`config.mk`:
```
export PLATFORM = sky130hd
export DESIGN_NAME = smrc_regs
export DESIGN_NICKNAME = d
export VERILOG_FILES = /design/src/rtl/smrc_pkg.sv /design/src/rtl/smrc_regs.sv
export SDC_FILE = /design/constraint.sdc
export NUM_CORES = 1
export LEC_CHECK = 0
export BUFFER_PORTS_ARGS = -buffer_cell sky130_fd_sc_hd__buf_2
export CAP_MARGIN = 20
export CORE_MARGIN = 4
export CORE_UTILIZATION = 41
export DETAILED_ROUTE_END_ITERATION = 8
export GPL_TIMING_DRIVEN = 0
export SLEW_MARGIN = 40
export SYNTH_ARGS = -nofsm -noshare
export SYNTH_HDL_FRONTEND = slang
export SYNTH_SLANG_ARGS = --single-unit
```
`constraint.sdc`:
```
create_clock -name clk -period 2.5 [get_ports clk]
set_clock_uncertainty 0.2 [all_clocks]
set_input_delay 0.75 -clock clk [delete_from_list [all_inputs] [get_ports clk]]
set_output_delay 0.75 -clock clk [all_outputs]
set_load 0.02 [all_outputs]
```
`src/rtl/smrc_pkg.sv`:
```
package smrc_pkg;
  // Register map and frame layout
  localparam logic [5:0] SMRC_OFS_UPPER_PAIR  = 6'h15;
  localparam logic [5:0] SMRC_OFS_DIAG_SUPPLY = 6'h16;
  localparam logic [5:0] SMRC_OFS_SETUP       = 6'h1a;
  localparam logic [23:0] SMRC_SETUP_RST      = 24'h000000;
  localparam logic [23:0] SMRC_RESULT_RST     = 24'h000000;
  localparam int SMRC_DW        = 24;
  localparam int SMRC_CW        = 10;
  localparam int SMRC_NIN       = 24;
  localparam int SMRC_FRAME     = 32;
  localparam int SMRC_HDR_BITS  = 7;
  localparam logic [5:0] SMRC_FRAME_LAST = 6'h20;
  localparam logic [5:0] SMRC_HDR_LAST   = 6'h07;
  // Result word field positions
  localparam int SMRC_HI_LSB    = 10;
  localparam int SMRC_LO_LSB    = 0;
  // Setup register bit positions
  localparam int SMRC_B_DIV     = 23;
  localparam int SMRC_B_SELF    = 22;
  localparam int SMRC_B_WDIAG3  = 21;
  localparam int SMRC_B_WDIAG0  = 18;
  localparam int SMRC_B_SUPPLY  = 17;
  localparam int SMRC_B_SINKCUT = 16;
  localparam int SMRC_B_FILT_HI = 15;
  localparam int SMRC_B_FILT_LO = 14;
  localparam int SMRC_B_SRCCUT  = 13;
  localparam int SMRC_B_RUN     = 11;
  localparam int SMRC_B_POLL    = 10;
  typedef enum logic [2:0] {
    SMRC_IDLE = 3'b001,
    SMRC_HDR  = 3'b010,
    SMRC_DATA = 3'b100
  } smrc_state_t;
endpackage

```
`src/rtl/smrc_regs.sv`:
```
`timescale 1ns/1ps
`default_nettype none
// Operation
// - Upper pair word: last input in 19-10, second last in 9-0, 23-20 zero.
// - Converter self-check value readable in bits 19-10 of diagnosis word.
// - Supply measurement readable in bits 9-0 of the diagnosis word.
// - Setup bit 23 selects supply divider: 0 gives 3, 1 gives 10.
// - Setup bit 22 enables the converter self-check.
// - Setup bits 21-18 enable current diagnostics on inputs 3 to 0.
// - Setup bit 17 requests a supply measurement at each polling cycle end.
// - Bit 16 clear lets thermal warning cut high sink currents to 2 mA.
// - Bit 13 clear lets thermal warning cut high source currents to 2 mA.
// - Bits 15-14 set debounce: 1, 2, 3 or 4 equal samples needed.
// - Setup register at 1Ah, read/write, resets to zero.
// - Diagnosis and supply word at 16h, resets to zero.
// - Run bit starts operation, clearing it returns to idle.
// - Poll bit chooses continuous or polling operation.
module smrc_regs
  import smrc_pkg::*;
(
  input  wire logic                  clk,
  input  wire logic                  rst_n,
  input  wire logic                  ce,
  // Serial register port, pins from the controller
  input  wire logic                  spi_sck,
  input  wire logic                  spi_cs_n,
  input  wire logic                  spi_mosi,
  output logic                       spi_miso,
  output logic                       spi_miso_oe_n,
  // Converter results, same clock
  input  wire logic                  last_input_conv_valid,
  input  wire logic [smrc_pkg::SMRC_CW-1:0] last_input_conversion,
  input  wire logic                  second_last_input_conv_valid,
  input  wire logic [smrc_pkg::SMRC_CW-1:0] second_last_input_conversion,
  input  wire logic                  selfcheck_valid,
  input  wire logic [smrc_pkg::SMRC_CW-1:0] converter_selfcheck_value,
  input  wire logic                  supply_valid,
  input  wire logic [smrc_pkg::SMRC_CW-1:0] supply_level_value,
  // Polling sequencer and analog front end
  input  wire logic                  poll_cycle_end,
  input  wire logic                  thermal_warning,
  input  wire logic [smrc_pkg::SMRC_NIN-1:0] current_source_input,
  input  wire logic [smrc_pkg::SMRC_NIN-1:0] high_current_setting,
  input  wire logic                  sample_strobe,
  input  wire logic [smrc_pkg::SMRC_NIN-1:0] raw_sample,
  // Controls toward the front end
  output logic                       supply_divider_select,
  output logic                       converter_selfcheck_enable,
  output logic [3:0]                 current_diag_enable,
  output logic                       supply_meas_request,
  output logic [smrc_pkg::SMRC_NIN-1:0] current_reduce,
  output logic                       run_active,
  output logic                       polling_mode,
  output logic [smrc_pkg::SMRC_NIN-1:0] switch_state
);
  import smrc_pkg::*;

  // Register state
  logic [SMRC_DW-1:0] setup_q;
  logic [SMRC_DW-1:0] upper_pair_q;
  logic [SMRC_DW-1:0] diag_supply_q;

  // Three-stage pin synchronisers: sck, cs_n, mosi
  logic [2:0] pin_in;
  logic [2:0] pin_s1_q;
  logic [2:0] pin_s2_q;
  logic [2:0] pin_s3_q;
  logic [2:0] pin_stable_q;
  logic [2:0] pin_stable_d;
  assign pin_in = {spi_mosi, spi_cs_n, spi_sck};

  genvar gp;
  generate
    for (gp = 0; gp < 3; gp++) begin : g_pin
      // A change is taken only once stages two and three agree
      assign pin_stable_d[gp] = (pin_s2_q[gp] == pin_s3_q[gp]) ? pin_s3_q[gp] : pin_stable_q[gp];
    end
  endgenerate

  // Synchroniser chain; only stage two reads stage one
  always_ff @(posedge clk or negedge rst_n) begin
    if (!rst_n) begin
      pin_s1_q <= 3'h6;
      pin_s2_q <= 3'h6;
      pin_s3_q <= 3'h6;
    end else if (ce) begin
      pin_s1_q <= pin_in;
      pin_s2_q <= pin_s1_q;
      pin_s3_q <= pin_s2_q;
    end
  end

  // Accepted pin levels; idle levels after reset avoid a false edge
  always_ff @(posedge clk or negedge rst_n) begin
    if (!rst_n) begin
      pin_stable_q <= 3'h6;
    end else if (ce) begin
      pin_stable_q <= pin_stable_d;
    end
  end

  // Edge and level decode of the cleaned pins
  wire sck_rise  = pin_stable_d[0] & ~pin_stable_q[0];
  wire sck_fall  = ~pin_stable_d[0] & pin_stable_q[0];
  wire cs_active = ~pin_stable_q[1];
  wire cs_rise   = pin_stable_d[1] & ~pin_stable_q[1];
  wire mosi_bit  = pin_stable_q[2];

  // Frame engine
  smrc_state_t state_q;
  smrc_state_t state_d;
  logic [5:0]  bit_cnt_q;
  logic [31:0] rx_q;
  logic [24:0] tx_q;
  logic        miso_q;

  wire [5:0]  bit_cnt_inc = bit_cnt_q + 6'h01;
  wire [31:0] rx_next     = {rx_q[30:0], mosi_bit};
  wire        hdr_done    = sck_rise && (bit_cnt_inc == SMRC_HDR_LAST);
  wire [5:0]  rd_addr     = rx_next[5:0];
  wire [5:0]  wr_addr     = rx_q[30:25];
  wire        wr_frame    = rx_q[31];
  // Whole frame, write flag and setup address commit the word
  wire        setup_wr    = cs_rise && (state_q == SMRC_DATA) && (bit_cnt_q == SMRC_FRAME_LAST)
                            && wr_frame && (wr_addr == SMRC_OFS_SETUP);

  // Read decode; unmapped offsets answer zero
  wire hit_setup = (rd_addr == SMRC_OFS_SETUP);
  wire hit_diag  = (rd_addr == SMRC_OFS_DIAG_SUPPLY);
  wire hit_upper = (rd_addr == SMRC_OFS_UPPER_PAIR);
  wire [SMRC_DW-1:0] rd_data =
      hit_setup ? setup_q :
      hit_diag  ? diag_supply_q :
      hit_upper ? upper_pair_q :
                  {SMRC_DW{1'b0}};

  // Next state of the frame engine
  always_comb begin
    state_d = state_q;
    case (state_q)
      SMRC_IDLE: if (cs_active) state_d = SMRC_HDR;
      SMRC_HDR: begin
        if (!cs_active) state_d = SMRC_IDLE;
        else if (hdr_done) state_d = SMRC_DATA;
      end
      SMRC_DATA: if (!cs_active) state_d = SMRC_IDLE;
      default: state_d = SMRC_IDLE;
    endcase
  end

  // Frame engine state; a deselect always returns it to idle
  always_ff @(posedge clk or negedge rst_n) begin
    if (!rst_n) begin
      state_q <= SMRC_IDLE;
    end else if (ce) begin
      state_q <= state_d;
    end
  end

  // Rising clock count, saturating so the commit test sees the frame end
  wire [5:0] bit_cnt_d = (bit_cnt_q == SMRC_FRAME_LAST) ? bit_cnt_q : bit_cnt_inc;
  always_ff @(posedge clk or negedge rst_n) begin
    if (!rst_n) begin
      bit_cnt_q <= 6'h00;
    end else if (ce) begin
      if (!cs_active) begin
        bit_cnt_q <= 6'h00;
      end else if (sck_rise) begin
        bit_cnt_q <= bit_cnt_d;
      end
    end
  end

  // Receive shift register, sampled on rising serial clock, MSB first
  always_ff @(posedge clk or negedge rst_n) begin
    if (!rst_n) begin
      rx_q <= 32'h00000000;
    end else if (ce && cs_active && sck_rise) begin
      rx_q <= rx_next;
    end
  end

  // Transmit word loads after the header and shifts on falling serial clock
  wire tx_shift = cs_active && sck_fall && (state_q == SMRC_DATA);
  always_ff @(posedge clk or negedge rst_n) begin
    if (!rst_n) begin
      tx_q <= 25'h0000000;
    end else if (ce && cs_active) begin
      if (hdr_done) begin
        tx_q <= {rd_data, 1'b0};
      end else if (tx_shift) begin
        tx_q <= {tx_q[23:0], 1'b0};
      end
    end
  end

  // Data pin register; parks low while deselected so no stale bit lingers
  always_ff @(posedge clk or negedge rst_n) begin
    if (!rst_n) begin
      miso_q <= 1'b0;
    end else if (ce) begin
      if (!cs_active) begin
        miso_q <= 1'b0;
      end else if (tx_shift && !hdr_done) begin
        miso_q <= tx_q[24];
      end
    end
  end

  // Driven only while selected; the enable is low while driving
  assign spi_miso      = miso_q;
  assign spi_miso_oe_n = ~cs_active;

  // Setup register, full width read/write, zero after reset
  always_ff @(posedge clk or negedge rst_n) begin
    if (!rst_n) begin
      setup_q <= SMRC_SETUP_RST;
    end else if (ce && setup_wr) begin
      setup_q <= rx_q[24:1];
    end
  end

  // Field decode of the setup register
  wire [1:0] debounce_depth             = setup_q[SMRC_B_FILT_HI:SMRC_B_FILT_LO];
  wire       sink_thermal_cut_disable   = setup_q[SMRC_B_SINKCUT];
  wire       source_thermal_cut_disable = setup_q[SMRC_B_SRCCUT];
  wire       supply_sample_enable       = setup_q[SMRC_B_SUPPLY];

  assign supply_divider_select      = setup_q[SMRC_B_DIV];
  assign converter_selfcheck_enable = setup_q[SMRC_B_SELF] & run_active;
  assign current_diag_enable        = setup_q[SMRC_B_WDIAG3:SMRC_B_WDIAG0];
  assign run_active                 = setup_q[SMRC_B_RUN];
  assign polling_mode               = setup_q[SMRC_B_POLL];

  // Polling cycles exist only while running in a polling mode
  wire poll_cycle_ok = poll_cycle_end & run_active & polling_mode;
  assign supply_meas_request = poll_cycle_ok & supply_sample_enable;

  // Thermal cut per input; current_source_input decides sink or source side
  genvar gi;
  generate
    for (gi = 0; gi < SMRC_NIN; gi++) begin : g_cut
      assign current_reduce[gi] = thermal_warning & run_active & high_current_setting[gi] &
          (current_source_input[gi] ? ~source_thermal_cut_disable
                                    : ~sink_thermal_cut_disable);
    end
  endgenerate

  // Capture strobes; self-check and supply only when their feature is on
  wire selfcheck_take = selfcheck_valid & converter_selfcheck_enable;
  wire supply_take    = supply_valid & supply_sample_enable;

  // Upper input pair, written whenever the converter offers a value
  always_ff @(posedge clk or negedge rst_n) begin
    if (!rst_n) begin
      upper_pair_q <= SMRC_RESULT_RST;
    end else if (ce) begin
      upper_pair_q[23:20] <= 4'h0;
      if (last_input_conv_valid) begin
        upper_pair_q[SMRC_HI_LSB +: SMRC_CW] <= last_input_conversion;
      end
      if (second_last_input_conv_valid) begin
        upper_pair_q[SMRC_LO_LSB +: SMRC_CW] <= second_last_input_conversion;
      end
    end
  end

  // Diagnosis and supply word; a stale value stays until a new capture
  always_ff @(posedge clk or negedge rst_n) begin
    if (!rst_n) begin
      diag_supply_q <= SMRC_RESULT_RST;
    end else if (ce) begin
      diag_supply_q[23:20] <= 4'h0;
      if (selfcheck_take) begin
        diag_supply_q[SMRC_HI_LSB +: SMRC_CW] <= converter_selfcheck_value;
      end
      if (supply_take) begin
        diag_supply_q[SMRC_LO_LSB +: SMRC_CW] <= supply_level_value;
      end
    end
  end

  // Debounce per input: count equal consecutive samples, saturating at three
  generate
    for (gi = 0; gi < SMRC_NIN; gi++) begin : g_deb
      logic       eq_cnt_q;
      logic       last_q;
      logic       state_in_q;
      logic [1:0] cnt_q;
      wire        same   = (raw_sample[gi] == last_q);
      wire        at_max = (cnt_q == 2'h3);
      wire [1:0]  cnt_d  = !same ? 2'h0 : (at_max ? 2'h3 : cnt_q + 2'h1);
      // Code n needs n+1 equal samples, so code zero takes every sample
      wire        accept = (cnt_d >= debounce_depth);
      wire        take   = ce && sample_strobe && run_active;
      always_ff @(posedge clk or negedge rst_n) begin
        if (!rst_n) begin
          cnt_q      <= 2'h0;
          last_q     <= 1'b0;
          state_in_q <= 1'b0;
        end else if (take) begin
          cnt_q  <= cnt_d;
          last_q <= raw_sample[gi];
          if (accept) begin
            state_in_q <= raw_sample[gi];
          end
        end
      end
      assign eq_cnt_q = at_max;
      assign switch_state[gi] = state_in_q;
    end
  endgenerate
endmodule
`default_nettype wire

```
==> results.md <==
* Syn Nets at 1228
* Static Leak at 0.007476 uW
* Critical path buffers and inverters at 3
* N_diodes at 0
* Psw at 2329 uW
* Fin cells at 1683
* Post-DP HPWL at 19.09 mm
* Status: finished with violations
* Synth top area share at 47.19%
* TritonCTS Sinks at 238
* Die height at 180.1 um
* Critical path cell sequence: buf_6 > clkbuf_16 > mux2i_4 > and3_4 > buf_6
* Clock share of power at 45.7%
* Crit-path most repeated cell: buf_6
* Gpl congestion at 0.8145
* #FFs+latches synth at 238
* Hold Path Class: primary input to register
* Die span in x at 180.1 um
* Sequential-to-total area share from yosys stat at 49.14%
* Worst-margin pin slew at 0.7292 ns
* Area delta synth->final at 24.63%
* Netlist Area Pre-Place at 12140 um2
* Crit path capture type: output pin
* Via count at 8563
* Period utilization at 105.0%
* Synth cell types at 51
* Internal power at 7214 uW
* GRT Util Overall at 16.86%
* CP required at 1.55 ns
* Synth Warn # at 0
* Power Density at 630.6 nW/um2
* Routed Antenna Nets at 0
* WHS at 0.2414 ns
* Violated checks: negative setup slack
* Minimum clock period at 2.624 ns
* Syn Area/Cell at 11.54 um2
* DRT Wirelength at 27.83 mm
* Initial Util at 41.97%
* Global route total overflow at 0
* Initial antenna violation count at 0
* Pre-CTS setup slack at -0.9721 ns
* Synth area leader: dfrtp_1
* Largest net degree at the start of global routing at 69
* Core Rows at 62
* Vias in the first global route at 8802
* DRC errors left at 0
* Reg clk slew, reported paths at 0.07 ns
* Slew Viols, Final at 0
* Top cells by area, synth: dfrtp_1 47%, mux2_2 15%, ha_1 5.3%
* Fmax at 0.3811 GHz
* Startpoint Class: register
* Die area at 32430 um2
* VDD IR max at 494.4 uV
* Sw Share at 24.40%
* Reg power frac at 44.2%
* Fin. Hold Viols at 0
* CTS tree: built
* Root cell of the clock tree: clkbuf_16
* Commonest non-fill, non-tap cell in the layout: dfrtp_1
* Worst slew margin at 51.39%
* Post-synth top flop: dfrtp_1
* Post-synth EDFFs at 0
* Overall power at 9543 uW
* Port bufs at 183
* Logic pwr share at 10.1%
* Max FO, Critical Path at 5
* Post-route setup TNS at -1.576 ns
* I/O Pins at 184
* Core Area at 28940 um2
* Global-route wire length before repair at 46.20 mm
* WL/cell at 16.54 um
* Worst path arrival time at 1.67 ns
* RSZ-0062 raised after global routing: true
* Max-cap violation count at 0
* Commonest non-fill, non-tap cells in the layout: 226 x dfrtp_1, 161 x buf_2, 157 x mux2_2, 78 x o21ai_0, 71 x nor2_1
* H-tree Lvls at 1
* Post-synth ARST share at 100.0%
* CTS buffer count at 28
* Placed insts at 1622
* Setup violations, final at 24
* CP top delay family: buffers and inverters
* Layout cells sized above 1 at 41.03%
* Latest clock arrival within the worst-skew pair at 0.54 ns
* Final Worst Setup Slack at -0.1241 ns
* Nets at 1454
* Slowest stage cell, crit path: dfrtp_1
* Initial DRC Count at 350
* Crit path kind: register to output pin
* Syn Inst Count at 1052
* Max stage delay on crit path at 0.37 ns
* Clock Tree Buf Depth at 3
* TritonRoute pass-1 iters at 4
* Drt via density at 5.088
## sequential cells by signal, summed over array words and instances (netlist names)
name	cells
upper_pair_q	20
tx_q	24
g_deb.state_in_q	24
pin_s2_q	3
state_q	3
diag_supply_q	20
rx_q	32
spi_miso	1
pin_stable_q	3
pin_s1_q	3
pin_s3_q	3
setup_q	24
bit_cnt_q	6
g_deb.last_q	24
g_deb.cnt_q	48
## synth_stat cells (all sizes together), types with 24 or more instances
library cell and instances:
dfrtp 229, mux2 177, o21ai 78, nor2 71, nand2 53, a21oi 51
ha 51, buf 46, nand2b 34, clkbuf 33, and3 32, inv 29
mux2i 24, o21a 24, xnor2 24
## area by class of cell
type / count / area (um2)
Clock buffer: 39 / 843.3
Timing Repair Buffer: 198 / 1286
Inverter: 29 / 108.9
Sequential cell: 238 / 5971
Multi-Input combinational cell: 706 / 5712
Clock inverter: 12 / 163.9
Fill cell: 2546 / 13800
Tap cell: 384 / 480.5
Buffer: 77 / 568.0
## worst register-to-register path, stage by stage, from the launching register on
cell	delay, ns
dfstp_2	0.41
buf_6	0.15
nor4b_1	0.44
and3_1	0.21
clkbuf_1	0.24
clkbuf_4	0.28
and3_1	0.17
a21oi_1	0.04
o22ai_1	0.15
## metal layers
layer | GRT usage (%) | share of wire [%] | vias to the layer above
met5 | 0 | 0 | -
met4 | 3.932 | 2.0 | 0
met3 | 2.665 | 3.9 | 39
met2 | 29.00 | 49 | 144
met1 | 22.58 | 45 | 4214
li1 | - | - | 4166
## cell families after synthesis
logic type | after synthesis | synth area share, %
DFF | 238 | 49.14
and+or+nand+nor | 222 | 9.057
AOI/OAI and AO/OA | 206 | 10.85
muxes | 201 | 19.01
buffers and inverters | 108 | 4.812
adders and majority gates | 51 | 5.255
xor gates and xnor gates | 26 | 1.875
## through the flow
stage / utilization (%) / cell area [um2]
2_1_floorplan: - / 12140
3_3_place_gp: 46.79 / 13540
3_5_place_dp: 47.12 / 13630
4_1_cts: 52.11 / 15080
5_1_grt: 52.30 / 15130
6_report: 52.30 / 15130
## worst paths after layout
path	start	to	slack, ns	cells after the start
worst max-delay path	setup_q[16]$_DFFE_PN0P_	current_reduce[17]	-0.12	5
worst min-delay path	converter_selfcheck_value[9]	diag_supply_q[19]$_DFFE_PN0P_	0.24	2
worst max register to register	pin_stable_q[1]$_DFFE_PN1P_	spi_miso$_DFFE_PN0P_	0.13	8
worst min register to register	g_deb[8].state_in_q$_DFFE_PN0P_	g_deb[8].state_in_q$_DFFE_PN0P_	0.30	1
max in group asynchronous	rst_n	pin_s2_q[2]$_DFFE_PN1P_	0.47	4
min in group asynchronous	rst_n	g_deb[10].state_in_q$_DFFE_PN0P_	0.56	2
## power by group through the flow
stage	Clock [uW]	Sequential (uW)	Combinational [uW]
detailed placement	0	4280	963
global route	4640	4250	1090
floorplan	0	4240	581
CTS	4470	4220	971
finish	4360	4220	966
global placement	0	4280	929
## what timing repair did
action                                  4_1_cts  5_1_grt
hold buffers                                  1        0
resized for setup                            93       22
cloned                                        4        0
pin swaps                                    20       12
endpoints found under the setup margin      138       38
setup buffers                                 7        0
endpoints found under the hold margin        62        0
(Power assumes the default switching activity.)
